File: config.mk
export PLATFORM = sky130hd
export DESIGN_NAME = dmu_outbound_flat
export DESIGN_NICKNAME = d
export VERILOG_FILES = /design/src/verilog/pkt_pkg.sv /design/src/verilog/pkt_link_if.sv /design/src/verilog/dmu_outbound.sv /design/src/flat_wrapper.sv
export VERILOG_INCLUDE_DIRS = /design/src /design/src/verilog
export SDC_FILE = /design/constraint.sdc
export NUM_CORES = 1
export LEC_CHECK = 0
export BUFFER_PORTS_ARGS = -buffer_cell sky130_fd_sc_hd__buf_2
export CAP_MARGIN = 20
export CORE_AREA = 3 3 162 164
export DETAILED_ROUTE_END_ITERATION = 7
export DIE_AREA = 0 0 165 167
export HOLD_SLACK_MARGIN = 0.06
export PLACE_DENSITY = 0.76
export SLEW_MARGIN = 10
export SYNTH_ARGS = -nofsm -noshare
export SYNTH_HDL_FRONTEND = slang
export SYNTH_SLANG_ARGS = --single-unit
File: constraint.sdc
create_clock -name CLOCK -period 2.4 [get_ports CLOCK]
set_clock_uncertainty 0.2 [all_clocks]
set_input_delay 0.12 -clock CLOCK [delete_from_list [all_inputs] [get_ports CLOCK]]
set_output_delay 0.12 -clock CLOCK [all_outputs]
set_load 0.01 [all_outputs]
File: src/verilog/pkt_defs.svh
/*
  Bit positions and encodings of the 128-bit inbound packet header.
  Assumes inclusion by bare name wherever a field is touched.
*/
`ifndef PKT_DEFS_SVH
`define PKT_DEFS_SVH
// ========================================
// Command field
`define CMD_HI 127
`define CMD_LO 122
`define RESP_BIT 127
`define POSTED_BIT 126
`define READ_BIT 125
`define MASK_BIT 124
`define L2_BIT 123
`define NCU_BIT 122
`define CMD_INTR 6'h01
`define CMD_COMPL 6'h29
// ========================================
// Flags, identifier, parity, address
`define TIMEOUT_BIT 82
`define BAD_ADDR_BIT 81
`define UNCORR_BIT 80
`define ID_HI 79
`define ID_LO 64
`define PARITY_BIT 62
`define PHYSICAL_ADDRESS_FIELD_HI 39
`define PHYSICAL_ADDRESS_FIELD_LO 0
// ========================================
// Completion identifier layout
`define CID_TAG_HI 15
`define CID_TAG_LO 13
`define CID_CREDIT_HI 12
`define CID_CREDIT_LO 9
`define CID_PAD_HI 8
`define CID_PAD_LO 6
`define CID_THREAD_HI 5
`define CID_THREAD_LO 0
`define CID_TAG 3'h4
`define CID_PAD 3'h0
// ========================================
// Reset values
`define BEAT_RST 128'h0
`define ID_RST 16'h0
`endif

File: src/verilog/pkt_pkg.sv
/*
  Types shared by both ends of the inbound packet link.
  Assumes pkt_defs.svh holds every bit position and count.
*/
package pkt_pkg;
  typedef logic [127:0] beat_t;
  typedef logic [15:0] id_t;
  typedef logic [3:0] credit_t;
  typedef logic [5:0] thread_t;
  typedef logic [5:0] cmd_t;
  typedef enum logic [1:0] {
    TX_IDLE = 2'b00,
    TX_HDR = 2'b01,
    TX_PAY = 2'b11
  } tx_state_e;
  typedef enum logic {
    RX_HDR = 1'b0,
    RX_PAY = 1'b1
  } rx_state_e;
endpackage

File: src/verilog/pkt_link_if.sv
/*
  Link between the DMA unit and the system interface unit.
  Assumes both ends share one clock; the bench joins the two modports.
*/
`timescale 1ns/1ns
interface pkt_link_if;
  import pkt_pkg::*;
  logic valid;
  logic ready;
  beat_t data;
  logic ordered;
  modport dmu_end (output valid, output data, output ordered, input ready);
  modport siu_end (input valid, input data, input ordered, output ready);
endinterface

File: src/verilog/dmu_outbound.sv
/*
  DMA unit end: builds interrupt (mondo) and read completion packets
  and sends each as a header beat followed by one payload beat.
  Assumes user requests are held until taken; the far end may stall.
*/
// How it works
// - Interrupt packet is header plus one payload beat
// - Receiver forwards full interrupt identifier unchanged
// - Interrupt packets go to ordered queue
// - Interrupt command 000001, error flags zero
// - Interrupt identifier follows receiver interrupt encoding
// - Receiver tells mondo from completion by command; identifier tag only cross-checked
// - Completion packet is header plus one payload beat
// - Receiver forwards full completion identifier and payload
// - Completions go to bypass queue
// - Receiver leaves completion byte validity uninterpreted
// - Completion command 101001, address ignored
// - Posted bit ignored when response bit set
// - Byte-mask bit ignored on response or read
// - Completion identifier is tag, credit, thread
// - Bit 62 carries command parity on completions
// - Bit 82 marks timeout, completions only
// - Bit 81 marks bad address on completions
// - Bit 80 marks uncorrectable payload on completions
`timescale 1ns/1ns
`include "pkt_defs.svh"
module dmu_outbound (
  input wire CLOCK,
  input wire NRST,
  pkt_link_if.dmu_end LINK,
  input wire INTR_REQ,
  input pkt_pkg::id_t INTR_ID,
  input pkt_pkg::beat_t INTR_MONDO,
  output logic INTR_TAKEN,
  output logic INTR_REJECT,
  input wire COMPL_REQ,
  input pkt_pkg::credit_t COMPL_CREDIT,
  input pkt_pkg::thread_t COMPL_THREAD,
  input pkt_pkg::beat_t COMPL_DATA,
  input wire COMPL_TIMED_OUT,
  input wire COMPL_BAD_ADDRESS,
  input wire COMPL_UNCORRECTABLE,
  output logic COMPL_TAKEN,
  output logic BUSY,
  output logic DONE
);
  import pkt_pkg::*;

  // ========================================
  // Header builders
  function automatic beat_t build_intr_hdr(input id_t id);
    beat_t h;
    // Reserved, flags and address all zero
    h = `BEAT_RST;
    h[`CMD_HI:`CMD_LO] = `CMD_INTR;
    // Flags spelled out: a timeout means nothing on a mondo
    h[`TIMEOUT_BIT] = 1'b0;
    h[`BAD_ADDR_BIT] = 1'b0;
    h[`UNCORR_BIT] = 1'b0;
    h[`PHYSICAL_ADDRESS_FIELD_HI:`PHYSICAL_ADDRESS_FIELD_LO] = '0;
    // Caller supplies the receiver's interrupt encoding
    h[`ID_HI:`ID_LO] = id;
    return h;
  endfunction

  function automatic beat_t build_compl_hdr(
    input credit_t credit,
    input thread_t thread,
    input logic timed_out,
    input logic bad_address,
    input logic uncorrectable
  );
    beat_t h;
    cmd_t cmd;
    id_t cid;
    cmd = `CMD_COMPL;
    h = `BEAT_RST;
    h[`CMD_HI:`CMD_LO] = cmd;
    // Address goes unused downstream, so it is sent as zero
    h[`PHYSICAL_ADDRESS_FIELD_HI:`PHYSICAL_ADDRESS_FIELD_LO] = '0;
    h[`TIMEOUT_BIT] = timed_out;
    h[`BAD_ADDR_BIT] = bad_address;
    h[`UNCORR_BIT] = uncorrectable;
    cid = `ID_RST;
    cid[`CID_TAG_HI:`CID_TAG_LO] = `CID_TAG;
    cid[`CID_CREDIT_HI:`CID_CREDIT_LO] = credit;
    cid[`CID_PAD_HI:`CID_PAD_LO] = `CID_PAD;
    cid[`CID_THREAD_HI:`CID_THREAD_LO] = thread;
    h[`ID_HI:`ID_LO] = cid;
    h[`PARITY_BIT] = ^cmd;
    return h;
  endfunction

  // ========================================
  // Request selection
  tx_state_e tx_state;
  logic idle;
  logic intr_clash;
  logic take_intr;
  logic take_compl;
  logic beat_sent;
  beat_t pay_hold;

  assign idle = tx_state == TX_IDLE;
  // A mondo tagged like a completion would be flagged malformed downstream
  assign intr_clash = INTR_ID[`CID_TAG_HI:`CID_TAG_LO] == `CID_TAG;
  // Completion wins a tie: bypass traffic is the latency-critical one
  assign take_compl = idle & COMPL_REQ;
  assign take_intr = idle & INTR_REQ & ~COMPL_REQ & ~intr_clash;
  assign COMPL_TAKEN = take_compl;
  assign INTR_TAKEN = take_intr;
  assign INTR_REJECT = idle & INTR_REQ & ~COMPL_REQ & intr_clash;
  assign BUSY = ~idle;
  // Far side ready is combinational, so both stand at one edge
  assign beat_sent = LINK.valid & LINK.ready;

  // ========================================
  // Sequencer
  // Idle always follows a payload, so packets are at least one cycle apart
  always_ff @(posedge CLOCK or negedge NRST) begin
    if (!NRST) begin
      tx_state <= TX_IDLE;
    end else begin
      unique case (tx_state)
        TX_IDLE: begin
          if (take_compl || take_intr) begin
            tx_state <= TX_HDR;
          end
        end
        TX_HDR: begin
          if (beat_sent) begin
            tx_state <= TX_PAY;
          end
        end
        TX_PAY: begin
          if (beat_sent) begin
            tx_state <= TX_IDLE;
          end
        end
        default: begin
          tx_state <= TX_IDLE;
        end
      endcase
    end
  end

  // ========================================
  // Link drive
  always_ff @(posedge CLOCK or negedge NRST) begin
    if (!NRST) begin
      LINK.valid <= 1'b0;
    end else if (take_compl || take_intr) begin
      LINK.valid <= 1'b1;
    end else if (tx_state == TX_PAY && beat_sent) begin
      // Held through stalls; drops only once the payload is taken
      LINK.valid <= 1'b0;
    end
  end

  always_ff @(posedge CLOCK or negedge NRST) begin
    if (!NRST) begin
      LINK.ordered <= 1'b0;
    end else if (take_compl) begin
      // Steering set at the take and steady for the whole packet
      LINK.ordered <= 1'b0;
    end else if (take_intr) begin
      LINK.ordered <= 1'b1;
    end
  end

  always_ff @(posedge CLOCK or negedge NRST) begin
    if (!NRST) begin
      pay_hold <= `BEAT_RST;
    end else if (take_compl) begin
      // Payload latched at the take; the user may drop the request then
      pay_hold <= COMPL_DATA;
    end else if (take_intr) begin
      pay_hold <= INTR_MONDO;
    end
  end

  always_ff @(posedge CLOCK or negedge NRST) begin
    if (!NRST) begin
      LINK.data <= `BEAT_RST;
    end else if (take_compl) begin
      // Header built from the request as it stands at the take edge
      LINK.data <= build_compl_hdr(COMPL_CREDIT, COMPL_THREAD, COMPL_TIMED_OUT,
                                   COMPL_BAD_ADDRESS, COMPL_UNCORRECTABLE);
    end else if (take_intr) begin
      LINK.data <= build_intr_hdr(INTR_ID);
    end else if (tx_state == TX_HDR && beat_sent) begin
      // Single payload beat, bytes 0 to 15
      LINK.data <= pay_hold;
    end
  end

  // ========================================
  // Completion of a packet
  always_ff @(posedge CLOCK or negedge NRST) begin
    if (!NRST) begin
      DONE <= 1'b0;
    end else begin
      // One-cycle pulse, in the cycle the receiver raises its valid
      DONE <= tx_state == TX_PAY && beat_sent;
    end
  end
endmodule

File: src/flat_wrapper.sv
// flat-port wrapper written by rule: the top's interface ports become plain ports
module dmu_outbound_flat import pkt_pkg::*;
  (CLOCK, NRST, INTR_REQ, INTR_ID, INTR_MONDO, INTR_TAKEN, INTR_REJECT, COMPL_REQ, COMPL_CREDIT, COMPL_THREAD, COMPL_DATA, COMPL_TIMED_OUT, COMPL_BAD_ADDRESS, COMPL_UNCORRECTABLE, COMPL_TAKEN, BUSY, DONE, LINK_valid, LINK_data, LINK_ordered, LINK_ready);
  pkt_link_if LINK_i ();
  input wire CLOCK;
  input wire NRST;
  input wire INTR_REQ;
  input pkt_pkg::id_t INTR_ID;
  input pkt_pkg::beat_t INTR_MONDO;
  output logic INTR_TAKEN;
  output logic INTR_REJECT;
  input wire COMPL_REQ;
  input pkt_pkg::credit_t COMPL_CREDIT;
  input pkt_pkg::thread_t COMPL_THREAD;
  input pkt_pkg::beat_t COMPL_DATA;
  input wire COMPL_TIMED_OUT;
  input wire COMPL_BAD_ADDRESS;
  input wire COMPL_UNCORRECTABLE;
  output logic COMPL_TAKEN;
  output logic BUSY;
  output logic DONE;
  output wire logic [$bits(LINK_i.valid)-1:0] LINK_valid;
  output wire logic [$bits(LINK_i.data)-1:0] LINK_data;
  output wire logic [$bits(LINK_i.ordered)-1:0] LINK_ordered;
  input wire logic [$bits(LINK_i.ready)-1:0] LINK_ready;
  assign LINK_valid = LINK_i.valid;
  assign LINK_data = LINK_i.data;
  assign LINK_ordered = LINK_i.ordered;
  assign LINK_i.ready = LINK_ready;
  dmu_outbound u_core (.CLOCK(CLOCK), .NRST(NRST), .LINK(LINK_i), .INTR_REQ(INTR_REQ), .INTR_ID(INTR_ID), .INTR_MONDO(INTR_MONDO), .INTR_TAKEN(INTR_TAKEN), .INTR_REJECT(INTR_REJECT), .COMPL_REQ(COMPL_REQ), .COMPL_CREDIT(COMPL_CREDIT), .COMPL_THREAD(COMPL_THREAD), .COMPL_DATA(COMPL_DATA), .COMPL_TIMED_OUT(COMPL_TIMED_OUT), .COMPL_BAD_ADDRESS(COMPL_BAD_ADDRESS), .COMPL_UNCORRECTABLE(COMPL_UNCORRECTABLE), .COMPL_TAKEN(COMPL_TAKEN), .BUSY(BUSY), .DONE(DONE));
endmodule
==> results of run 1 <==
flip-flops by register name, indices dropped and copies added (netlist names):
signal / cells
u_core.DONE: 1
u_core.LINK.data: 128
u_core.LINK.ordered: 1
u_core.LINK.valid: 1
u_core.pay_hold: 128
u_core.tx_state: 2
worst min path at each step:
stage | startpoint | end | slack, ps | depth (start not counted)
after CTS | COMPL_BAD_ADDRESS | u_core.LINK.data[81] | 120 | 4
after detailed placement | NRST | u_core.pay_hold[76] | -40 | 1
after global placement | NRST | u_core.pay_hold[76] | -40 | 1
after floorplan | NRST | u_core.DONE | -380 | 0
final | COMPL_BAD_ADDRESS | u_core.LINK.data[81] | 140 | 4
after global routing | COMPL_BAD_ADDRESS | u_core.LINK.data[81] | 160 | 4
worst max-delay path: stages, from the launching register on:
cell and delay, ps:
dfrtp_1 390, buf_6 150, nor4b_4 400, clkbuf_16 230, nand3_1 100, dlygate4sd3_1 620, a31oi_2 230
logic make-up after synthesis:
kind of cell | share of synthesized area, %
and+or+nand+nor | 18.0
AOI/OAI and AO/OA | 20.3
DFF | 56.0
buffers and inverters | 5.16
muxes | 0.515
xor gates and xnor gates | 0.0750
Yosys cell counts:
cell	n	area [um^2]
or4b_1	1	10.0
mux2i_1	6	60.1
o221ai_1	12	105
o211ai_2	1	12.5
buf_6	7	78.8
or3b_2	2	17.5
nor3_1	6	30.0
o2bb2ai_1	3	26.3
o21ai_2	1	8.76
clkbuf_1	106	398
o21ai_0	129	646
and2_1	1	6.26
buf_4	3	22.5
a21o_1	1	7.51
a2bb2oi_1	12	105
nand3_1	127	636
o22ai_1	1	6.26
or2_2	1	6.26
nor2_1	130	488
a211oi_1	3	22.5
a32oi_1	10	87.6
buf_1	3	11.3
xnor2_1	1	8.76
buf_2	16	80.1
and4b_1	1	10.0
nor3b_2	1	12.5
nand4b_1	1	8.76
a221oi_1	1	8.76
a31oi_1	128	801
nor2_2	1	6.26
and4_1	1	8.76
dfrtp_1	261	6530
clkinv_1	1	3.75
inv_1	2	7.51
a21oi_1	106	531
nor4b_2	1	15.0
nand2_1	226	848
report_power, final:
part	internal (mW)	switching, mW	leakage [nW]	total, mW
sequential	6.40	1.23	3.16	7.63
clock	2.90	1.85	0.503	4.74
combinational	3.21	4.62	4.87	7.83
layout make-up:
cell class	count	area (um^2)	area share [%]
clock inverters	7	116	0.631
multi-input cells	917	4610	25.0
clock buffers	45	906	4.91
inverters	3	11.3	0.0610
flip-flops and latches	261	6530	35.4
repair buffers	777	5850	31.7
diodes	7	17.5	0.0949
well taps	330	413	2.24
per-layer routing:
metal	up-vias	global-route usage, %	part of all wire [%]
met4	2	22.9	8.0
met5	-	0	0.026
met2	1415	57.8	46
li1	5976	-	-
met1	6781	41.9	33
met3	398	10.3	13
timing repair:
item                                    in CTS  in global routing
pin swaps                                    2                  4
endpoints found under the setup margin       3                  7
hold endpoints to repair                   430                  0
gates cloned                                 2                  7
buffers inserted                             1                 10
resized for setup                            3                  7
hold buffers                               296                  0
per-stage QoR:
stage / setup slack, ps / power (mW) / instances / setup TNS, ps
finish: -29.2 / 20.2 / 2347 / -29.2
global route: -45.1 / 21.1 / 2347 / -54.1
CTS: -40.9 / 19.4 / 2324 / -76.0
detailed placement: 311 / 14.2 / 1973 / 0
global placement: 367 / 14.0 / 1973 / 0
floorplan: 267 / 11.5 / 1314 / 0
==> run_results.csv, run 1 <==
group,metric,value,unit
route,vias,14572,
run_status,violations,"negative setup slack",
clocking,htreeDepth,1,
critical_path,r2r_end,"u_core.pay_hold[12]",
critical_path,worst_ep_arrival_time,2670,ps
route,dr.first_iter.drc_count,2302,
floorplan,die_area,27600,um^2
global_routing,grt_max_degree,97,
floorplan,initial_utilization,46.6,%
floorplan,fp.dieH,167,um
critical_path,rr_worst_depth,6,
sta,finalCriticalPeriod,2430,ps
final_layout,fin_area,18500,um^2
synth,syn_area,11700,um^2
floorplan,pin_count,425,
sta,slew_viol_final,0,
critical_path,crit_end,"u_core.pay_hold[12]",
critical_path,reg2reg_slack,-30,ps
critical_path,r2r-start,"u_core.tx_state[1]",
synth,yosysSeqAreaShare,56.0,%
final_layout,final_cell_mix,"buf_2, dlygate4sd3_1, dfrtp_1, nand2_1",
route,antenna_left,0,
route,drtPass1Iterations,8,
floorplan,core,25000,um^2
sta,setup_viol,1,
clocking,clock_latency,550,ps
sta,holdWs,136,ps
floorplan,row_count,58,
critical_path,crit_path_start_kind,"flop",
global_routing,grt_overflow,0,
synth,synth_area_per_cell,8.88,um^2
sta,fin_ws,-29.2,ps
place,place.port_buffers,424,
sta,period_share,101,%
global_routing,grt_pass1_vias,14514,
global_routing,grt_usage,36.0,%
clocking,cts_buffer_depth,3,
flow_run,cap_violations,0,
route,drc,0,
worst_hold_path,min_path_type,"in -> reg",
final_layout,nNetsFinal,2279,
sta,hold_viol_final,0,
global_routing,grt_pass1_wl,78.5,mm
synth,ys_ff_latch,261,
final_layout,synthToLayoutAreaGrowth,58.1,%
critical_path,worstSetupEndpointType,"flop",
clocking,cts_tree,"yes",
critical_path,cp-startpoint,"u_core.tx_state[1]",
floorplan,dieWidth,165,um
synth,netlist_instances,1314,
sta,fmax,0.412,GHz
synth,syn_nets,1604,
critical_path,crit_path_max_fanout,9,
final_layout,fillers,1537,
sta,slew-limit-headroom,55.7,%
run_status,status,"complete, but fails checks",
clocking,clk_pin_slew_worst_paths,60,ps
critical_path,cp.required,2640,ps
final_layout,final_util,73.7,%
final_layout,layout-drive-gt1-share,27.1,%
clocking,clockRootBuffer,"clkbuf_16",
clocking,cts.sinks,261,
pwr,leakagePower,8.53,nW
global_routing,grt_antenna_before_repair,8,
final_layout,final_common_cell,"buf_2",
sta,worst_pin_slew,664,ps
place,hpwl,26.4,mm
critical_path,path_class,"reg -> reg",
place,place_congestion,0.861,
route,via_per_inst,6.21,
synth,synth_cell_types,37,
pwr,power.density,1090,nW/um^2
place,place_area,14200,um^2
route,wl_per_cell,22.9,um
synth,ys_warn_count,0,
route,drt-total-wl,53.8,mm
clocking,numCtsBuffers,29,
pwr,vdd_ir_drop_max,621,uV
(Power assumes the default switching activity.)
==> run 2: changes to the inputs <==
--- a/config.mk
+++ b/config.mk
@@ -13,6 +13,7 @@
 export DIE_AREA = 0 0 165 167
 export HOLD_SLACK_MARGIN = 0.06
 export PLACE_DENSITY = 0.76
+export REMOVE_ABC_BUFFERS = 1
 export SLEW_MARGIN = 10
 export SYNTH_ARGS = -nofsm -noshare
 export SYNTH_HDL_FRONTEND = slang
==> run_results.csv, run 2 (synthesis results as in run 1) <==
group,metric,value,unit
critical_path,cp-startpoint,"u_core.tx_state[1]",
floorplan,row_count,58,
global_routing,grt_overflow,0,
route,vias,14141,
global_routing,grt_pass1_vias,14555,
floorplan,core,25000,um^2
sta,period_share,98.8,%
sta,fin_ws,28.0,ps
sta,setup_viol,0,
pwr,power.density,1090,nW/um^2
sta,fin_tns_setup,0,ps
critical_path,worst_ep_arrival_time,2530,ps
global_routing,grt_max_degree,150,
critical_path,cp.required,2560,ps
final_layout,reg.largest.list,"u_core.LINK.data x128, u_core.pay_hold x128, u_core.tx_state x2",
clocking,htreeDepth,1,
run_status,status,"completed",
pwr,leakagePower,8.30,nW
sta,fmax,0.422,GHz
sta,slew_viol_final,0,
final_layout,final_common_cell,"buf_2",
final_layout,final_cell_mix,"buf_2, dlygate4sd3_1, dfrtp_1, nand2_1, nor2_1",
global_routing,grt_pass1_wl,77.5,mm
clocking,cts_buffer_depth,3,
place,place_congestion,0.840,
route,via_per_inst,6.12,
clocking,cts.sinks,261,
place,place_area,14100,um^2
clocking,clockRootBuffer,"clkbuf_16",
sta,finalCriticalPeriod,2370,ps
final_layout,fin_area,18000,um^2
route,wl_per_cell,22.0,um
route,drt-total-wl,50.9,mm
final_layout,layout-drive-gt1-share,26.3,%
worst_hold_path,min_from,"INTR_ID[8]",
place,hpwl,24.6,mm
route,antenna_left,0,
final_layout,fillers,1601,
final_layout,nNetsFinal,2249,
final_layout,final_util,72.0,%
pwr,vdd_ir_drop_max,841,uV
critical_path,worstSetupEndpointType,"flop",
place,dp_slack,293,ps
critical_path,crit_path_start_kind,"flop",
floorplan,dieWidth,165,um
worst_hold_path,min_path_type,"in -> reg",
global_routing,grt_usage,35.4,%
critical_path,path_class,"reg -> reg",
place,place.port_buffers,424,
critical_path,crit_path_max_fanout,58,
floorplan,die_area,27600,um^2
route,drc,0,
critical_path,r2r-start,"u_core.tx_state[1]",
floorplan,fp.dieH,167,um
sta,worst_pin_slew,729,ps
clocking,cts_tree,"yes",
sta,slew-limit-headroom,51.4,%
final_layout,synthToLayoutAreaGrowth,54.5,%
floorplan,pin_count,425,
sta,hold_viol_final,0,
route,drtPass1Iterations,8,
flow_run,cap_violations,0,
global_routing,grt_antenna_before_repair,2,
floorplan,initial_utilization,46.6,%
clocking,numCtsBuffers,29,
clocking,clk_pin_slew_worst_paths,60,ps
clocking,clock_latency,540,ps
route,dr.first_iter.drc_count,2360,
run 2: cell count changes in the layout (fill, tap and decap cells not counted), sizes merged:
cell | previous run | this run
dlygate4sd3 | 295 | 290
clkbuf | 49 | 36
diode | 7 | 2
or3b | 4 | 2
bufbuf | 1 | 0
buf | 477 | 456
inv | 3 | 2
or4b | 1 | 4
clkinv | 3 | 13
run 2: final timing paths:
path,slack (ps),endpoint,cells after the start
max,30,u_core.pay_hold[117],4
min,160,u_core.LINK.data[72],3
max reg2reg,30,u_core.pay_hold[117],4
min reg2reg,280,u_core.LINK.ordered,1
max in group asynchronous,900,u_core.LINK.data[103],4
min in group asynchronous,760,u_core.pay_hold[31],4
run 2: repair_timing:
item / in CTS / in global routing
endpoints found under the setup margin: 2 / 7
hold buffers: 290 / 1
cloned: 2 / 1
buffers inserted: 0 / 2
gates resized for setup: 0 / 8
endpoints found under the hold margin: 412 / 1
pin swaps: 1 / 1
run 2: worst max-delay path, cell delays in order (launching register included):
cell and delay [ps]:
dfrtp_2 460, or4b_4 660, buf_4 350, o21ai_0 330, a31oi_1 170
run 2: layer usage:
metal / global-route usage [%] / vias up / share of wire (%)
met3: 10.2 / 347 / 12
met1: 41.1 / 6610 / 33
li1: - / 5909 / -
met2: 55.5 / 1275 / 46
met5: 0 / - / 0
met4: 25.3 / 0 / 8.3
run 2: cell type report:
| class | count | area [um^2] | share of cell area (%) |
|---|---|---|---|
| flip-flops and latches | 261 | 6530 | 36.2 |
| clock buffers | 36 | 792 | 4.39 |
| clock inverters | 16 | 158 | 0.874 |
| well taps | 330 | 413 | 2.29 |
| inverters | 3 | 11.3 | 0.0624 |
| repair buffers | 746 | 5510 | 30.5 |
| multi-input cells | 918 | 4610 | 25.6 |
| diodes | 2 | 5.00 | 0.0278 |
run 2: through the flow:
step	total power, mW	hold slack, ps	std cells
5_1_grt	20.7	171	2312
6_report	19.7	158	2312
4_1_cts	19.0	82.5	2306
3_5_place_dp	14.1	-131	1963
2_1_floorplan	11.4	-376	1179
3_3_place_gp	13.8	-125	1963
run 2: report_power, final:
| group | leakage [nW] | switching (mW) | internal, mW |
|---|---|---|---|
| Combinational | 4.67 | 4.50 | 3.05 |
| Sequential | 3.16 | 1.23 | 6.40 |
| Clock | 0.479 | 1.84 | 2.65 |
| Total | 8.30 | 7.57 | 12.1 |
